==> src/rtl/lcs_regs.svh <==
/*
 * Register offsets, field positions, reset values and timing counts of the charge sequencer.
 * Assumes inclusion by bare name from rtl/, once per compilation unit.
 */
`ifndef LCS_REGS_SVH
`define LCS_REGS_SVH

// Register byte offsets on the AHB-Lite slave.
`define LCS_OFS_CHG_CFG    8'h00
`define LCS_OFS_TERM_CFG   8'h04
`define LCS_OFS_STATUS     8'h08
`define LCS_OFS_IRQ_STAT   8'h0c
`define LCS_OFS_IRQ_MASK   8'h10

// Charge configuration fields.
`define LCS_PRE_LSB        0
`define LCS_CC_LSB         8
`define LCS_VREG_LSB       16
`define LCS_ISO_BIT        24
`define LCS_CDIS_BIT       25
`define LCS_CHG_CFG_RST    32'h00aa_0f01

// Termination configuration fields.
`define LCS_KEEP_CV_BIT    0
`define LCS_TERM_EN_BIT    6
`define LCS_TERM_CFG_RST   32'h0000_0040

// Interrupt status bits.
`define LCS_IRQ_DONE       0
`define LCS_IRQ_TMO        1
`define LCS_IRQ_BOV        2
`define LCS_IRQ_INBAD      3

// Times in their own units and the derived counts at 250 MHz.
`define LCS_CLK_MHZ        250
`define LCS_IMMUNITY_US    200
`define LCS_IMMUNITY_CYC   (`LCS_IMMUNITY_US * `LCS_CLK_MHZ)
`define LCS_TERM_DLY_NS    2500000
`define LCS_TERM_DLY_CYC   (`LCS_TERM_DLY_NS / 4)
`define LCS_PRE_TMO_S      3600
`define LCS_PRE_TMO_CYC    (64'd3600 * 64'd250000000)

`endif

==> src/rtl/lcs_pkg.sv <==
/*
 * Types of the charge sequencer: charge state encoding and the registered state struct.
 * Assumes lcs_regs.svh is compiled alongside for the numeric constants.
 */
package lcs_pkg;

   // Charge phase, exposed as status.
   typedef enum logic [2:0] {
      LCS_IDLE  = 3'b000,
      LCS_PRE   = 3'b001,
      LCS_CC    = 3'b010,
      LCS_CV    = 3'b011,
      LCS_DONE  = 3'b100,
      LCS_FAULT = 3'b101
   } lcs_chg_t;

   typedef struct packed {
      lcs_chg_t    chg;
      logic [31:0] chg_cfg;
      logic [31:0] term_cfg;
      logic [3:0]  irq_stat;
      logic [3:0]  irq_mask;
      logic        in_ok;
      logic [15:0] imm_cnt;
      logic [39:0] sfty_cnt;
      logic [19:0] term_cnt;
      logic        term_run;
      logic        tmo_flt;
      logic        bov_flt;
      logic        prev_in_ok;
      logic        prev_cdis;
      logic        prev_iso;
      logic        ph_rd;
      logic        ph_wr;
      logic [7:0]  ph_addr;
      logic [31:0] rdata;
   } lcs_state_t;

endpackage

==> src/rtl/lcs_sequencer.sv <==
/*
 * Charge sequencer of a single-cell Li-ion linear charger with power path, with an AHB-Lite
 * register slave and one level interrupt.
 * Assumes analog comparators arrive as synchronous levels on core_clk, and that resetn is
 * released once either supply has cleared its undervoltage lockout.
 */
`timescale 1ns/100ps
`include "lcs_regs.svh"

module lcs_sequencer #(
   parameter int unsigned IMMUNITY_CYC = `LCS_IMMUNITY_CYC,
   parameter int unsigned TERM_DLY_CYC = `LCS_TERM_DLY_CYC,
   parameter logic [39:0] PRE_TMO_CYC  = 40'(`LCS_PRE_TMO_CYC)
) (
   input  wire logic        core_clk,
   input  wire logic        resetn,
   input  wire logic        hsel,
   input  wire logic [31:0] haddr,
   input  wire logic [1:0]  htrans,
   input  wire logic        hwrite,
   input  wire logic [2:0]  hsize,
   input  wire logic [31:0] hwdata,
   input  wire logic        hready,
   output logic      [31:0] hrdata,
   output logic             hreadyout,
   output logic             hresp,
   input  wire logic        vin_ovp,
   input  wire logic        vin_uvlo,
   input  wire logic        vbatt_above_pre,
   input  wire logic        vbatt_at_reg,
   input  wire logic        vbatt_below_rech,
   input  wire logic        vbatt_ov,
   input  wire logic        ibatt_below_term,
   input  wire logic        ibatt_below_term_hys,
   input  wire logic        ntc_fault,
   output logic             input_pass_fet,
   output logic             batt_chg_fet_en,
   output logic      [1:0]  pre_current_sel,
   output logic      [4:0]  cc_current_sel,
   output logic      [5:0]  full_charge_voltage,
   output logic      [2:0]  chg_state,
   output logic             chg_done,
   output logic             timeout_fault,
   output logic             batt_ov_fault,
   output logic             irq
);

   lcs_pkg::lcs_state_t s_ff;
   lcs_pkg::lcs_state_t nxt_s;

   logic in_in_window;
   logic input_isolate_ctl;
   logic charge_disable_n;
   logic keep_cv_after_done;
   logic term_en;
   logic ahb_go;
   logic new_trigger;
   logic auto_rech;
   logic cycle_ok;
   logic [3:0] evt;

   // The charge disable bit is active high; the signal name keeps the mnemonic of the pin.
   assign input_isolate_ctl  = s_ff.chg_cfg[`LCS_ISO_BIT];
   assign charge_disable_n   = s_ff.chg_cfg[`LCS_CDIS_BIT];
   assign keep_cv_after_done = s_ff.term_cfg[`LCS_KEEP_CV_BIT];
   assign term_en            = s_ff.term_cfg[`LCS_TERM_EN_BIT];
   assign in_in_window       = !vin_ovp && !vin_uvlo;
   assign ahb_go             = hsel && hready && htrans[1];

   // Auto-recharge is only legal with termination on and current cut at completion.
   assign auto_rech = (s_ff.chg == lcs_pkg::LCS_DONE) && term_en && !keep_cv_after_done
                      && vbatt_below_rech && in_in_window;
   // Rising input-good, a charge enable edge or auto-recharge may start a cycle.
   assign new_trigger = (s_ff.in_ok && !s_ff.prev_in_ok)
                        || (!charge_disable_n && s_ff.prev_cdis) || auto_rech;
   // Any blocking fault vetoes the trigger.
   assign cycle_ok = new_trigger && !ntc_fault && !s_ff.tmo_flt && !vbatt_ov
                     && !charge_disable_n && s_ff.in_ok;

   // Quiet machine for the checks: no overvoltage, input loss, disable or new cycle.
   logic run_ok;
   assign run_ok = !vbatt_ov && s_ff.in_ok && !charge_disable_n && !cycle_ok;

   // Sequencer, register file and timers in one next-state process.
   always_comb begin
      logic [31:0] wmask;
      wmask = 32'h0;
      nxt_s = s_ff;
      evt   = 4'h0;
      nxt_s.prev_in_ok = s_ff.in_ok;
      nxt_s.prev_cdis  = charge_disable_n;
      nxt_s.prev_iso   = input_isolate_ctl;

      // Input qualification: drop immediately, qualify after the immunity time.
      if (!in_in_window) begin
         nxt_s.in_ok   = 1'b0;
         nxt_s.imm_cnt = 16'h0;
         if (s_ff.in_ok) begin
            evt[`LCS_IRQ_INBAD] = 1'b1;
         end
      end else if (!s_ff.in_ok) begin
         if (32'(s_ff.imm_cnt) >= IMMUNITY_CYC - 1) begin
            nxt_s.in_ok = 1'b1;
         end else begin
            nxt_s.imm_cnt = s_ff.imm_cnt + 16'h1;
         end
      end

      // Safety timer restarts on toggles of the control bits.
      if ((charge_disable_n != s_ff.prev_cdis) || (input_isolate_ctl != s_ff.prev_iso)) begin
         nxt_s.sfty_cnt = 40'h0;
         nxt_s.tmo_flt  = 1'b0;
      end else if (s_ff.chg == lcs_pkg::LCS_PRE) begin
         nxt_s.sfty_cnt = s_ff.sfty_cnt + 40'h1;
      end

      nxt_s.bov_flt = vbatt_ov;
      // Charge state machine.
      if (vbatt_ov && s_ff.chg != lcs_pkg::LCS_IDLE) begin
         nxt_s.chg = lcs_pkg::LCS_FAULT;
         if (!s_ff.bov_flt) begin
            evt[`LCS_IRQ_BOV] = 1'b1;
         end
      end else if (!s_ff.in_ok || charge_disable_n) begin
         nxt_s.chg      = lcs_pkg::LCS_IDLE;
         nxt_s.term_run = 1'b0;
      end else if (cycle_ok) begin
         nxt_s.chg      = lcs_pkg::LCS_PRE;
         nxt_s.sfty_cnt = 40'h0;
         nxt_s.term_run = 1'b0;
      end else begin
         unique case (s_ff.chg)
            lcs_pkg::LCS_IDLE: begin
               nxt_s.chg = s_ff.chg;
            end
            lcs_pkg::LCS_PRE: begin
               if (vbatt_above_pre) begin
                  nxt_s.chg = lcs_pkg::LCS_CC;
               end else if (s_ff.sfty_cnt >= PRE_TMO_CYC - 40'h1) begin
                  nxt_s.chg     = lcs_pkg::LCS_FAULT;
                  nxt_s.tmo_flt = 1'b1;
                  evt[`LCS_IRQ_TMO] = 1'b1;
               end else begin
                  nxt_s.chg = lcs_pkg::LCS_PRE;
               end
            end
            lcs_pkg::LCS_CC: begin
               if (vbatt_at_reg) begin
                  nxt_s.chg = lcs_pkg::LCS_CV;
               end
            end
            lcs_pkg::LCS_CV: begin
               if (!term_en) begin
                  nxt_s.term_run = 1'b0;
               end else if (!s_ff.term_run) begin
                  if (ibatt_below_term) begin
                     nxt_s.term_run = 1'b1;
                     nxt_s.term_cnt = 20'h0;
                  end
               end else if (!ibatt_below_term_hys) begin
                  nxt_s.term_run = 1'b0;
               end else if (32'(s_ff.term_cnt) >= TERM_DLY_CYC - 1) begin
                  nxt_s.term_run = 1'b0;
                  nxt_s.chg      = lcs_pkg::LCS_DONE;
                  evt[`LCS_IRQ_DONE] = 1'b1;
               end else begin
                  nxt_s.term_cnt = s_ff.term_cnt + 20'h1;
               end
            end
            lcs_pkg::LCS_DONE: begin
               nxt_s.chg = s_ff.chg;
            end
            lcs_pkg::LCS_FAULT: begin
               // Overvoltage suspension lifts when the comparator clears.
               if (s_ff.bov_flt && !s_ff.tmo_flt) begin
                  nxt_s.chg = lcs_pkg::LCS_CC;
               end
            end
            default: begin
               nxt_s.chg = lcs_pkg::LCS_IDLE;
            end
         endcase
      end

      // AHB-Lite data phase: write lands, read data was captured in the address phase.
      nxt_s.ph_wr = ahb_go && hwrite;
      nxt_s.ph_rd = ahb_go && !hwrite;
      if (ahb_go) begin
         nxt_s.ph_addr = haddr[7:0];
      end
      if (ahb_go && !hwrite) begin
         unique case (haddr[7:0])
            `LCS_OFS_CHG_CFG:  nxt_s.rdata = s_ff.chg_cfg;
            `LCS_OFS_TERM_CFG: nxt_s.rdata = s_ff.term_cfg;
            `LCS_OFS_STATUS:   nxt_s.rdata = {24'h0, s_ff.bov_flt, s_ff.tmo_flt,
                                              s_ff.in_ok, 2'h0, s_ff.chg};
            `LCS_OFS_IRQ_STAT: nxt_s.rdata = {28'h0, s_ff.irq_stat};
            `LCS_OFS_IRQ_MASK: nxt_s.rdata = {28'h0, s_ff.irq_mask};
            default:           nxt_s.rdata = 32'h0;
         endcase
      end
      if (s_ff.ph_wr) begin
         unique case (s_ff.ph_addr)
            `LCS_OFS_CHG_CFG:  nxt_s.chg_cfg  = hwdata & 32'h03fc_1f03;
            `LCS_OFS_TERM_CFG: nxt_s.term_cfg = hwdata & 32'h0000_0041;
            `LCS_OFS_IRQ_STAT: wmask = hwdata;
            `LCS_OFS_IRQ_MASK: nxt_s.irq_mask = hwdata[3:0];
            default:           wmask = 32'h0;
         endcase
      end
      // Write-one-to-clear; an event in the same cycle wins.
      nxt_s.irq_stat = (s_ff.irq_stat & ~wmask[3:0]) | evt;
   end

   // State register; reset loads every configuration default.
   always_ff @(posedge core_clk or negedge resetn) begin
      if (!resetn) begin
         s_ff          <= '0;
         s_ff.chg_cfg  <= `LCS_CHG_CFG_RST;
         s_ff.term_cfg <= `LCS_TERM_CFG_RST;
      end else begin
         s_ff <= nxt_s;
      end
   end

   // FET gating: isolate and disable each act on their own path only.
   assign input_pass_fet  = s_ff.in_ok && in_in_window && !input_isolate_ctl;
   // Charge current is cut when complete unless CV is kept.
   assign batt_chg_fet_en = !charge_disable_n && !vbatt_ov && (s_ff.chg == lcs_pkg::LCS_PRE
                            || s_ff.chg == lcs_pkg::LCS_CC || s_ff.chg == lcs_pkg::LCS_CV
                            || (s_ff.chg == lcs_pkg::LCS_DONE && keep_cv_after_done));
   assign pre_current_sel     = s_ff.chg_cfg[`LCS_PRE_LSB +: 2];
   assign cc_current_sel      = s_ff.chg_cfg[`LCS_CC_LSB +: 5];
   assign full_charge_voltage = s_ff.chg_cfg[`LCS_VREG_LSB + 2 +: 6];
   assign chg_state           = s_ff.chg;
   assign chg_done            = (s_ff.chg == lcs_pkg::LCS_DONE);
   assign timeout_fault       = s_ff.tmo_flt;
   assign batt_ov_fault       = s_ff.bov_flt;
   assign irq                 = |(s_ff.irq_stat & s_ff.irq_mask);
   assign hrdata              = s_ff.rdata;
   assign hreadyout           = 1'b1;
   assign hresp               = 1'b0;

   // Checks beside the logic.
   a_ovp_fet_off: assert property (@(posedge core_clk) disable iff (!resetn)
      !in_in_window |-> !input_pass_fet) else $error("input FET on out of window");
   a_iso_fet_off: assert property (@(posedge core_clk) disable iff (!resetn)
      input_isolate_ctl |-> !input_pass_fet) else $error("isolate ignored");
   a_cdis_chg_off: assert property (@(posedge core_clk) disable iff (!resetn)
      charge_disable_n |-> !batt_chg_fet_en) else $error("disable ignored");
   a_bov_suspend: assert property (@(posedge core_clk) disable iff (!resetn)
      vbatt_ov && s_ff.chg != lcs_pkg::LCS_IDLE |=> s_ff.chg == lcs_pkg::LCS_FAULT)
      else $error("overvoltage not suspended");
   a_done_cut: assert property (@(posedge core_clk) disable iff (!resetn)
      chg_done && !keep_cv_after_done |-> !batt_chg_fet_en) else $error("current not cut");
   a_no_term_cv: assert property (@(posedge core_clk) disable iff (!resetn)
      s_ff.chg == lcs_pkg::LCS_CV && !term_en && !vbatt_ov && s_ff.in_ok && !charge_disable_n
      |=> s_ff.chg != lcs_pkg::LCS_DONE) else $error("done without termination");
   a_pre_to_cc: assert property (@(posedge core_clk) disable iff (!resetn)
      s_ff.chg == lcs_pkg::LCS_PRE && vbatt_above_pre && !vbatt_ov && s_ff.in_ok
      && !charge_disable_n && !cycle_ok |=> s_ff.chg == lcs_pkg::LCS_CC)
      else $error("no fast charge");
   a_cc_to_cv: assert property (@(posedge core_clk) disable iff (!resetn)
      s_ff.chg == lcs_pkg::LCS_CC && vbatt_at_reg && !vbatt_ov && s_ff.in_ok
      && !charge_disable_n && !cycle_ok |=> s_ff.chg == lcs_pkg::LCS_CV)
      else $error("no CV");
   a_rech_gate: assert property (@(posedge core_clk) disable iff (!resetn)
      auto_rech |-> term_en && !keep_cv_after_done) else $error("illegal recharge");
   a_in_ok_rise: assert property (@(posedge core_clk) disable iff (!resetn)
      $rose(s_ff.in_ok) |-> $past(in_in_window)) else $error("unqualified input");

   // Input loss clears the qualified flag at the next edge.
   a_in_drop: assert property (@(posedge core_clk) disable iff (!resetn)
      !in_in_window |=> !s_ff.in_ok) else $error("input kept after loss");

   // A short good spell must never qualify the input.
   a_imm_hold: assert property (@(posedge core_clk) disable iff (!resetn)
      !s_ff.in_ok && in_in_window && 32'(s_ff.imm_cnt) < IMMUNITY_CYC - 1
      |=> !s_ff.in_ok) else $error("input qualified early");

   // Pre-charge holds until the threshold or the timer ends it.
   a_pre_hold: assert property (@(posedge core_clk) disable iff (!resetn)
      s_ff.chg == lcs_pkg::LCS_PRE && !vbatt_above_pre && run_ok
      && s_ff.sfty_cnt < PRE_TMO_CYC - 40'h1 |=> s_ff.chg == lcs_pkg::LCS_PRE)
      else $error("left pre-charge early");

   // Expiry below threshold ends the cycle with a latched timeout.
   a_tmo_fault: assert property (@(posedge core_clk) disable iff (!resetn)
      s_ff.chg == lcs_pkg::LCS_PRE && !vbatt_above_pre && run_ok
      && s_ff.sfty_cnt >= PRE_TMO_CYC - 40'h1 |=> timeout_fault
      && s_ff.chg == lcs_pkg::LCS_FAULT) else $error("no timeout");

   // Fast charge holds until the full-charge voltage.
   a_cc_hold: assert property (@(posedge core_clk) disable iff (!resetn)
      s_ff.chg == lcs_pkg::LCS_CC && !vbatt_at_reg && run_ok
      |=> s_ff.chg == lcs_pkg::LCS_CC) else $error("left fast charge");

   // The timer is back at zero after a control toggle or a new cycle.
   a_sfty_restart: assert property (@(posedge core_clk) disable iff (!resetn)
      (charge_disable_n != s_ff.prev_cdis) || (input_isolate_ctl != s_ff.prev_iso)
      || cycle_ok |=> s_ff.sfty_cnt == 40'h0) else $error("timer not restarted");

   // Current above threshold plus hysteresis aborts the delay.
   a_term_abort: assert property (@(posedge core_clk) disable iff (!resetn)
      s_ff.chg == lcs_pkg::LCS_CV && term_en && s_ff.term_run && !ibatt_below_term_hys
      && run_ok |=> !s_ff.term_run && !chg_done) else $error("delay not aborted");

   // A full delay with the condition held marks completion.
   a_term_done: assert property (@(posedge core_clk) disable iff (!resetn)
      s_ff.chg == lcs_pkg::LCS_CV && term_en && s_ff.term_run && ibatt_below_term_hys
      && 32'(s_ff.term_cnt) >= TERM_DLY_CYC - 1 && run_ok |=> chg_done)
      else $error("no completion");

   // Without termination the phase stays CV.
   a_cv_stay: assert property (@(posedge core_clk) disable iff (!resetn)
      s_ff.chg == lcs_pkg::LCS_CV && !term_en && run_ok
      |=> s_ff.chg == lcs_pkg::LCS_CV) else $error("left CV");

   // Kept CV after completion still drives the charge path.
   a_done_keep: assert property (@(posedge core_clk) disable iff (!resetn)
      chg_done && keep_cv_after_done && !vbatt_ov && !charge_disable_n
      |-> batt_chg_fet_en) else $error("kept CV cut");

   // With recharge inhibited, completion stands.
   a_done_stay: assert property (@(posedge core_clk) disable iff (!resetn)
      chg_done && (keep_cv_after_done || !term_en) && run_ok
      |=> chg_done) else $error("inhibited recharge");

   // Blocking faults veto a start from idle.
   a_trig_veto: assert property (@(posedge core_clk) disable iff (!resetn)
      s_ff.chg == lcs_pkg::LCS_IDLE && (ntc_fault || s_ff.tmo_flt || vbatt_ov)
      |=> s_ff.chg != lcs_pkg::LCS_PRE) else $error("vetoed start");

   // Auto-recharge with no blocking fault restarts at pre-charge.
   a_rech_start: assert property (@(posedge core_clk) disable iff (!resetn)
      auto_rech && !ntc_fault && !s_ff.tmo_flt && !vbatt_ov && !charge_disable_n
      |=> s_ff.chg == lcs_pkg::LCS_PRE) else $error("no recharge");

   // The path is cut at once; the flag follows one edge later.
   a_bov_fet: assert property (@(posedge core_clk) disable iff (!resetn)
      vbatt_ov |-> !batt_chg_fet_en) else $error("charging in overvoltage");
   a_bov_flag: assert property (@(posedge core_clk) disable iff (!resetn)
      vbatt_ov |=> batt_ov_fault) else $error("overvoltage not flagged");

   c_done: cover property (@(posedge core_clk) disable iff (!resetn) $rose(chg_done));
   c_tmo: cover property (@(posedge core_clk) disable iff (!resetn) $rose(timeout_fault));
   c_rech: cover property (@(posedge core_clk) disable iff (!resetn) auto_rech && cycle_ok);
   c_keep: cover property (@(posedge core_clk) disable iff (!resetn) chg_done && batt_chg_fet_en);
   c_bov: cover property (@(posedge core_clk) disable iff (!resetn) $rose(batt_ov_fault));

endmodule

==> config.mk <==
export PLATFORM = sky130hd
export DESIGN_NAME = lcs_sequencer
export DESIGN_NICKNAME = d
export VERILOG_FILES = /design/src/rtl/lcs_pkg.sv /design/src/rtl/lcs_sequencer.sv
export VERILOG_INCLUDE_DIRS = /design/src /design/src/rtl
export SDC_FILE = /design/constraint.sdc
export NUM_CORES = 1
export LEC_CHECK = 0
export BUFFER_PORTS_ARGS = -buffer_cell sky130_fd_sc_hd__clkbuf_2
export CORE_UTILIZATION = 60
export CTS_CLUSTER_SIZE = 40
export DETAILED_ROUTE_END_ITERATION = 8
export GPL_ROUTABILITY_DRIVEN = 0
export PLACE_DENSITY_LB_ADDON = 0.3
export SYNTH_ARGS = -nofsm -noshare
export SYNTH_HDL_FRONTEND = slang
export SYNTH_SLANG_ARGS = --single-unit
==> constraint.sdc <==
create_clock -name core_clk -period 4.6 [get_ports core_clk]
set_input_delay 0.23 -clock core_clk [delete_from_list [all_inputs] [get_ports core_clk]]
set_output_delay 0.23 -clock core_clk [all_outputs]
set_load 0.01 [all_outputs]
Yosys cells after proc, flatten, opt, wreduce, memory -nomap -nowiden
Cells that the tools add are included.

Logic and storage cells: 169. Register bits after elaboration: 153. Input bits: 83.

Muxes and demuxes: 57. Bitwise logic cells: 7. Add/subtract/negate cells: 3. Order comparisons: 3. Reductions and logical operators: 56. Equal/unequal tests: 25.

Operator list (number): $pmux 26 s5 (1); $mux 40 (3); $mux 20 (4); $mux 21 (3); $mux 62 (1); $mux 60 (1); $add 40x1->40 const B (1); $ge 40x40->1 const B (1); $mux 17 (2); $mux 3 (11); $ne 5x5->1 const B (6); $eq 8x4->1 const B (3); $mux 1 (24); $logic_and 1x1->1 (23); $add 20x1->20 const B (1); $ge 20x20->1 const B (1); $add 16x1->16 const B (1); $eq 8x3->1 const B (2); $eq 8x5->1 const B (2); $ge 16x16->1 const B (1); $logic_not 8->1 (2); $mux 16 (1); $pmux 3 s5 (1); $logic_not 1->1 (11); 21 further kinds (44).

Longest topological paths before layout
Gate-level depths: netlist (run 1).

Word-level depth: 15. Depth in mapped cells: 9.

Least setup slack after synthesis (run 1)
Ideal clock, no wire load.

Path kind: flip-flop to flip-flop. From: register s_ff, in the netlist charge_disable_n. To: register s_ff[66] (netlist name). Arrival time: 2.148 ns. Cell stages (with the launch flop): 9. Period minus slack after synthesis: 2.225 ns. Required time: 4.522 ns. Slack: 2.375 ns. Cell sequence: dfrtp_1 inv_1 ha_1 nand2b_1 a211o_1 a2111oi_4 nand2_1 or3_1 a21oi_1.

Word-level cells in the longest chain between the ends: 11. Elaborated cells between the ends (all ways): 13.

RTL lines: start, declared (line lcs_sequencer.sv:48) `lcs_pkg::lcs_state_t s_ff;`; start signal, assigned (line lcs_sequencer.sv:222) `s_ff <= nxt_s;`; $logic_not 1->1 (line lcs_sequencer.sv:75, lcs_sequencer.sv:78); $logic_and 1x1->1 (line lcs_sequencer.sv:75) `|| (!charge_disable_n && s_ff.prev_cdis) || auto_rech;`; $logic_or 1x1->1 (2 in series) (line lcs_sequencer.sv:75); $logic_and 1x1->1 (3 in series) (line lcs_sequencer.sv:77) `assign cycle_ok = new_trigger && !ntc_fault && !s_ff.tmo_flt && !vbatt_ov`; $logic_and 1x1->1 (2 in series) (line lcs_sequencer.sv:78) `&& !charge_disable_n && s_ff.in_ok;`; $not 1->1 (no source line); $reduce_and 8->1 (no source line) *.

Mark *: on every way between the ends. The rest lies on a longest branch, timed or not. A chain may end at the register's enable or synchronous reset.

Worst setup path in the final report (run 1)
From: register s_ff, in the netlist nxt_s[44]. To: register s_ff[55] (netlist name).

Word-level cells in the longest chain between the ends: 10. Elaborated cells between the ends (all ways): 13.

RTL lines: $logic_and 1x1->1 (line lcs_sequencer.sv:74) `assign new_trigger = (s_ff.in_ok && !s_ff.prev_in_ok)`; $logic_or 1x1->1 (2 in series) (line lcs_sequencer.sv:75); $logic_and 1x1->1 (3 in series) (line lcs_sequencer.sv:77); $logic_and 1x1->1 (2 in series) (line lcs_sequencer.sv:78); $not 1->1 (no source line); $reduce_and 8->1 (no source line) *.

Marked as above.

==> results of run 1 <==
[final cells by class]
cell class / count / area [um^2] / area share, %
multi-input cells: 515 / 3290 / 40.6
well taps: 143 / 179 / 2.20
flip-flops and latches: 142 / 3570 / 43.9
clock inverters: 13 / 129 / 1.59
inverters: 8 / 30.0 / 0.370
repair buffers: 89 / 472 / 5.81
clock buffers: 19 / 453 / 5.58
[flip-flops by register name, indices dropped and copies added (netlist names)]
signal and cells:
batt_ov_fault 1, cc_current_sel 5, charge_disable_n 1, chg_state 3
full_charge_voltage 6, hrdata 21, input_isolate_ctl 1, keep_cv_after_done 1
nxt_s 1, pre_current_sel 2, s_ff 99, timeout_fault 1
[power by group]
group	internal [mW]	total (mW)	switching (mW)	leakage [nW]
combinational	0.0781	0.212	0.134	1.54
sequential	1.29	1.34	0.0456	1.90
clock	0.782	1.33	0.550	0.270
[per-layer routing]
metal	wire [um]	GRT usage, %	share of wire (%)	up-vias
met4	312	10.3	2.0	0
met2	7790	44.0	49	201
li1	-	-	-	2612
met5	0	0	0	-
met3	851	7.83	5.4	27
met1	6810	32.9	43	2689
[metrics by stage]
step | hold WS (ps) | utilization [%] | power, mW | worst slack, ps | instances
global placement | 374 | 64.5 | 1.56 | 1970 | 895
CTS | 24.8 | 69.6 | 2.90 | 1870 | 929
finish | 37.0 | 69.6 | 2.88 | 1850 | 929
floorplan | -65.6 | - | 1.49 | 2370 | 742
global route | 25.6 | 69.6 | 2.98 | 1650 | 929
detailed placement | 386 | 64.5 | 1.57 | 1880 | 895
[cell usage after synthesis (all sizes together) (4+ instances only)]
master | n | area (um^2)
a211o | 4 | 35.0
a211oi | 4 | 30.0
a21oi | 12 | 60.1
a22o | 15 | 131
a31oi | 9 | 56.3
and2 | 13 | 81.3
and3 | 17 | 106
and4 | 8 | 70.1
buf | 56 | 403
clkbuf | 21 | 78.8
dfrtp | 132 | 3300
dfstp | 10 | 263
ha | 4 | 50.1
inv | 8 | 30.0
mux2 | 30 | 338
nand2 | 52 | 195
nand2b | 4 | 25.0
nand3 | 43 | 215
nand3b | 5 | 37.5
nand4 | 20 | 125
nor2 | 86 | 323
nor2b | 5 | 31.3
nor3 | 23 | 120
nor3b | 5 | 42.5
nor4 | 13 | 87.6
o21ai | 25 | 125
or3 | 5 | 31.3
xnor2 | 25 | 219
xor2 | 40 | 350
[cells by family after synthesis]
logic type / synth area share, %
mux: 5.34
flops: 48.7
xor+xnor: 7.78
compound gates: 9.05
simple gates: 21.3
buf+inv: 7.00
other cells: 0.103
fa+ha+maj: 0.684
[what timing repair did]
| item | in CTS | in global routing |
|---|---|---|
| endpoints found under the hold margin | 90 | 0 |
| hold buffers | 2 | 0 |
| endpoints found under the setup margin | 0 | 0 |
[final timing paths]
kind | from | end | slack (ps)
max | nxt_s[44] | s_ff[55] | 1850
min | hwdata[23] | full_charge_voltage[5] | 40
max reg2reg | nxt_s[44] | s_ff[55] | 1850
min reg2reg | hrdata[3] | hrdata[3] | 480
max in group asynchronous | resetn | s_ff[93] | 2990
min in group asynchronous | resetn | hrdata[21] | 490
[cells in the final DEF, fill, tap and decap left out, types with 10 or more instances in the layout]
cell type,synthesis,final
nand4_1,20,20
nor2_1,86,86
nor3_1,22,22
a22o_1,15,15
dfstp_2,10,10
xnor2_1,25,25
a21oi_1,12,12
xor2_1,40,40
and3_1,17,17
o21ai_0,25,25
and2_1,13,13
dfrtp_1,132,132
conb_1,2,13
nor4_1,12,12
nand2_1,52,52
clkbuf_2,0,82
mux2_2,26,26
nand3_1,43,43
clkbuf_16,0,17
==> results.py, run 1 <==
metrics = {
    "clock_tree": {
        "htreeDepth": 4,
        "clk_pin_slew_ps": 60,
        "clock-sinks": 142,
        "clockBufferDepth": 2,
        "clk_latency_ps": 420,
        "cts_resized": 0,
        "numCtsBuffers": 17,
        "postCtsSetupBuffers": 0,
        "cts_tree": "built",
        "clock_tree.root_cell": "clkbuf_16",
    },
    "placed_design": {
        "post-dp-hpwl_um": 10800,
        "place_area_mm2": 0.00752,
        "io_buffers": 83,
    },
    "power": {
        "p_leak_nw": 3.71,
        "p_per_area_mw_per_mm2": 355,
        "ir_worst_vdd_mv": 0.234,
    },
    "route": {
        "drtIter0Drc": 437,
        "antenna_left": 0,
        "wire_per_inst_um": 17.0,
        "avgViaCountPerCell": 5.95,
        "firstDrtPassIters": 5,
        "routed_wl_um": 15800,
        "vias": 5529,
        "drc_errors": 0,
    },
    "global_route": {
        "grt_pass1_vias": 5587,
        "grt_pass1_wl_um": 26300,
        "grt_usage_pct": 26.6,
        "antenna_found_initial": 0,
        "grt_max_degree": 101,
        "overflow": 0,
    },
    "run_status": {
        "status": "finished clean",
    },
    "sta": {
        "period_minus_slack_ps": 2750,
        "relSlewSlack_pct": 26.4,
        "hold_viol": 0,
        "tns_ps": 0,
        "fin_crit_sh_pct": 59.7,
        "rsz0062_at_grt": "false",
        "finalSetupViolCount": 0,
        "drv_slew": 0,
        "clock_skew_ps": 12.4,
        "fmax_ghz": 0.364,
        "tightest_slew_ps": 1100,
    },
    "logic_synthesis": {
        "synthCells": 731,
        "synth_seq_cells": 142,
        "synth_ff_type": "dfrtp_1",
        "ys_warn_count": 0,
        "ys_seq_area_share_pct": 48.7,
        "yosys.cell_types.count": 57,
        "async_flop_share_pct": 100,
        "synth_edf_count": 0,
        "synth.avg_cell_area_um2": 10.0,
        "synth_area_mm2": 0.00732,
    },
    "critical_path": {
        "reg2reg_depth": 6,
        "path_common_cell": "nand2_1",
        "critPathBufInv": 0,
        "cp.depth": 6,
        "crit_path_end_kind": "flip-flop",
        "crit_required_ps": 4850,
        "slowest_stage": "nor3_2",
        "worstPathArrival_ps": 3000,
        "max_stage_delay_ps": 860,
        "critPathKind": "reg -> reg",
        "worstPathCellList": "nand2b_1 > a211o_1 > nand2_1 > nand2_1 > nor3_2 > nor2_1",
        "cp_max_fo": 17,
        "cp-start-kind": "flip-flop",
        "path_delay_family": "simple AND/OR/NAND/NOR gates",
    },
    "hold_path": {
        "hold_path_class": "in -> reg",
        "hold_depth": 2,
    },
    "layout": {
        "area_delta_synth_final_pct": 11.0,
        "nNetsFinal": 860,
        "antenna_cells": 0,
        "fin_area_mm2": 0.00812,
        "fill_cells": 857,
        "layout-drive-gt1-share_pct": 21.0,
    },
    "floorplanning": {
        "die_y_um": 112,
        "rows": 39,
        "die_w_um": 112,
        "core_area_mm2": 0.0117,
        "pin_count": 139,
        "start_util_pct": 62.7,
        "design.die.area_mm2": 0.0126,
    },
    "run": {
        "drv_cap": 0,
    },
}
No activity file was read; power rests on OpenSTA's default activity.
==> inputs of run 2 (changes only) <==
- CORE_UTILIZATION: 60 -> 56
- clock period: 4.6 -> 2.6 ns (I/O delays scaled with it)
==> results.py, run 2 (synthesis results as in run 1) <==
metrics = {
    "global_route": {
        "grt_pass1_vias": 5587,
        "grt_usage_pct": 25.2,
        "grt_max_degree": 89,
        "overflow": 0,
        "antenna_found_initial": 0,
        "grt_pass1_wl_um": 26000,
    },
    "clock_tree": {
        "clk_latency_ps": 420,
        "numCtsBuffers": 17,
        "clock-sinks": 142,
        "clk_pin_slew_ps": 60,
        "cts_tree": "built",
        "clockBufferDepth": 2,
        "clock_tree.root_cell": "clkbuf_16",
        "htreeDepth": 4,
    },
    "floorplanning": {
        "core_area_mm2": 0.0127,
        "die_y_um": 116,
        "design.die.area_mm2": 0.0135,
        "die_w_um": 116,
        "rows": 41,
        "pin_count": 139,
        "start_util_pct": 57.7,
    },
    "layout": {
        "layout-drive-gt1-share_pct": 21.4,
        "mostFrequentLayoutCells": "dfrtp_1 (132), nor2_1 (86), clkbuf_2 (82)",
        "largest_reg_flops": 99,
        "fin_area_mm2": 0.00847,
        "antenna_cells": 0,
        "top_register": "s_ff",
        "area_delta_synth_final_pct": 15.8,
        "fill_cells": 964,
        "utilization_pct": 66.9,
        "finalNonFillerCells": 996,
        "nNetsFinal": 898,
        "final_common_cell": "dfrtp_1",
    },
    "sta": {
        "fin_crit_sh_pct": 92.3,
        "tightest_slew_ps": 761,
        "relSlewSlack_pct": 49.3,
        "rsz0062_at_grt": "false",
        "hold_viol": 0,
        "fin_ws_ps": 199,
        "tns_ps": 0,
        "worst_hold_slack_ps": 16.8,
        "clock_skew_ps": 8.34,
        "fmax_ghz": 0.417,
        "finalSetupViolCount": 0,
        "drv_slew": 0,
        "period_minus_slack_ps": 2400,
    },
    "route": {
        "firstDrtPassIters": 8,
        "antenna_left": 0,
        "vias": 5703,
        "routed_wl_um": 16000,
        "drtIter0Drc": 376,
        "drc_errors": 0,
        "avgViaCountPerCell": 5.73,
        "wire_per_inst_um": 16.1,
    },
    "critical_path": {
        "reg2reg_depth": 8,
        "critPathKind": "reg -> reg",
        "timing.rr.end": "s_ff[61]",
        "cp-start-kind": "flip-flop",
        "crit_path_end_kind": "flip-flop",
        "r2r_setup_slack_ps": 200,
        "worstPathArrival_ps": 2680,
        "timing.rr.start": "charge_disable_n",
        "cp_max_fo": 9,
        "crit_required_ps": 2880,
    },
    "hold_path": {
        "hold_depth": 2,
        "hold_path_class": "in -> reg",
        "worstHoldStart": "hwdata[0]",
        "min_to": "keep_cv_after_done",
    },
    "placed_design": {
        "post-dp-hpwl_um": 10700,
        "place_worst_setup_slack_ps": 17.5,
        "place_area_mm2": 0.00767,
        "dpl.cell_count": 939,
        "io_buffers": 83,
    },
    "run": {
        "drv_cap": 0,
    },
    "power": {
        "total_power_mw": 5.02,
        "p_per_area_mw_per_mm2": 592,
        "p_leak_nw": 3.88,
        "ir_worst_vdd_mv": 0.501,
    },
    "run_status": {
        "status": "finished clean",
    },
}
## run 2: cell types whose count changed in the layout (fill, tap and decap cells not counted)
cell,delta
dlygate4sd3_1,+23
buf_4,+15
clkbuf_1,+4
clkinv_2,+4
inv_6,-4
clkinvlp_4,-3
clkbuf_8,-1
nor3_2,-1
nor3_4,+1
## run 2: layout make-up
type | count | area (um^2) | share of cell area, %
Multi-Input combinational cell | 515 | 3300 | 39.0
Timing Repair Buffer | 127 | 815 | 9.61
Clock buffer | 22 | 454 | 5.36
Inverter | 8 | 30.0 | 0.354
Clock inverter | 10 | 91.3 | 1.08
Tap cell | 172 | 215 | 2.54
Sequential cell | 142 | 3570 | 42.1
## run 2: how the worst max path moves through the flow
stage	from	end	slack, ps	cells after the start
2_1_floorplan	charge_disable_n	s_ff[66]	370	8
3_3_place_gp	charge_disable_n	s_ff[55]	130	8
3_5_place_dp	charge_disable_n	s_ff[67]	20	8
4_1_cts	charge_disable_n	s_ff[57]	160	8
5_1_grt	charge_disable_n	s_ff[59]	50	8
6_report	charge_disable_n	s_ff[61]	200	8
## run 2: report_power, final
part	switching, mW	leakage, nW	internal (mW)
clock	0.894	0.264	1.34
combinational	0.252	1.71	0.170
sequential	0.0702	1.90	2.29
total	1.22	3.88	3.80
## run 2: what timing repair did
item                                   CTS  global route
buffers inserted                         0             0
pin swaps                                0             1
gates resized for setup                  1             0
setup endpoints to repair                6             1
endpoints found under the hold margin  103             0
hold buffers                            25             0
## run 2: worst max-delay path, stage by stage, from the launching register on
cell and delay, ps:
dfrtp_1 420, inv_1 100, ha_1 180, nand2b_1 150, a211o_1 320, a2111oi_4 640, nand4_1 190, xor2_1 190
nor2_1 50
## run 2: layer usage
metal	vias up	track usage [%]	wire (um)
met5	-	0	0
met4	0	12.3	340
met3	34	6.54	966
met2	195	43.0	7950
met1	2792	29.5	6770
li1	2682	-	-
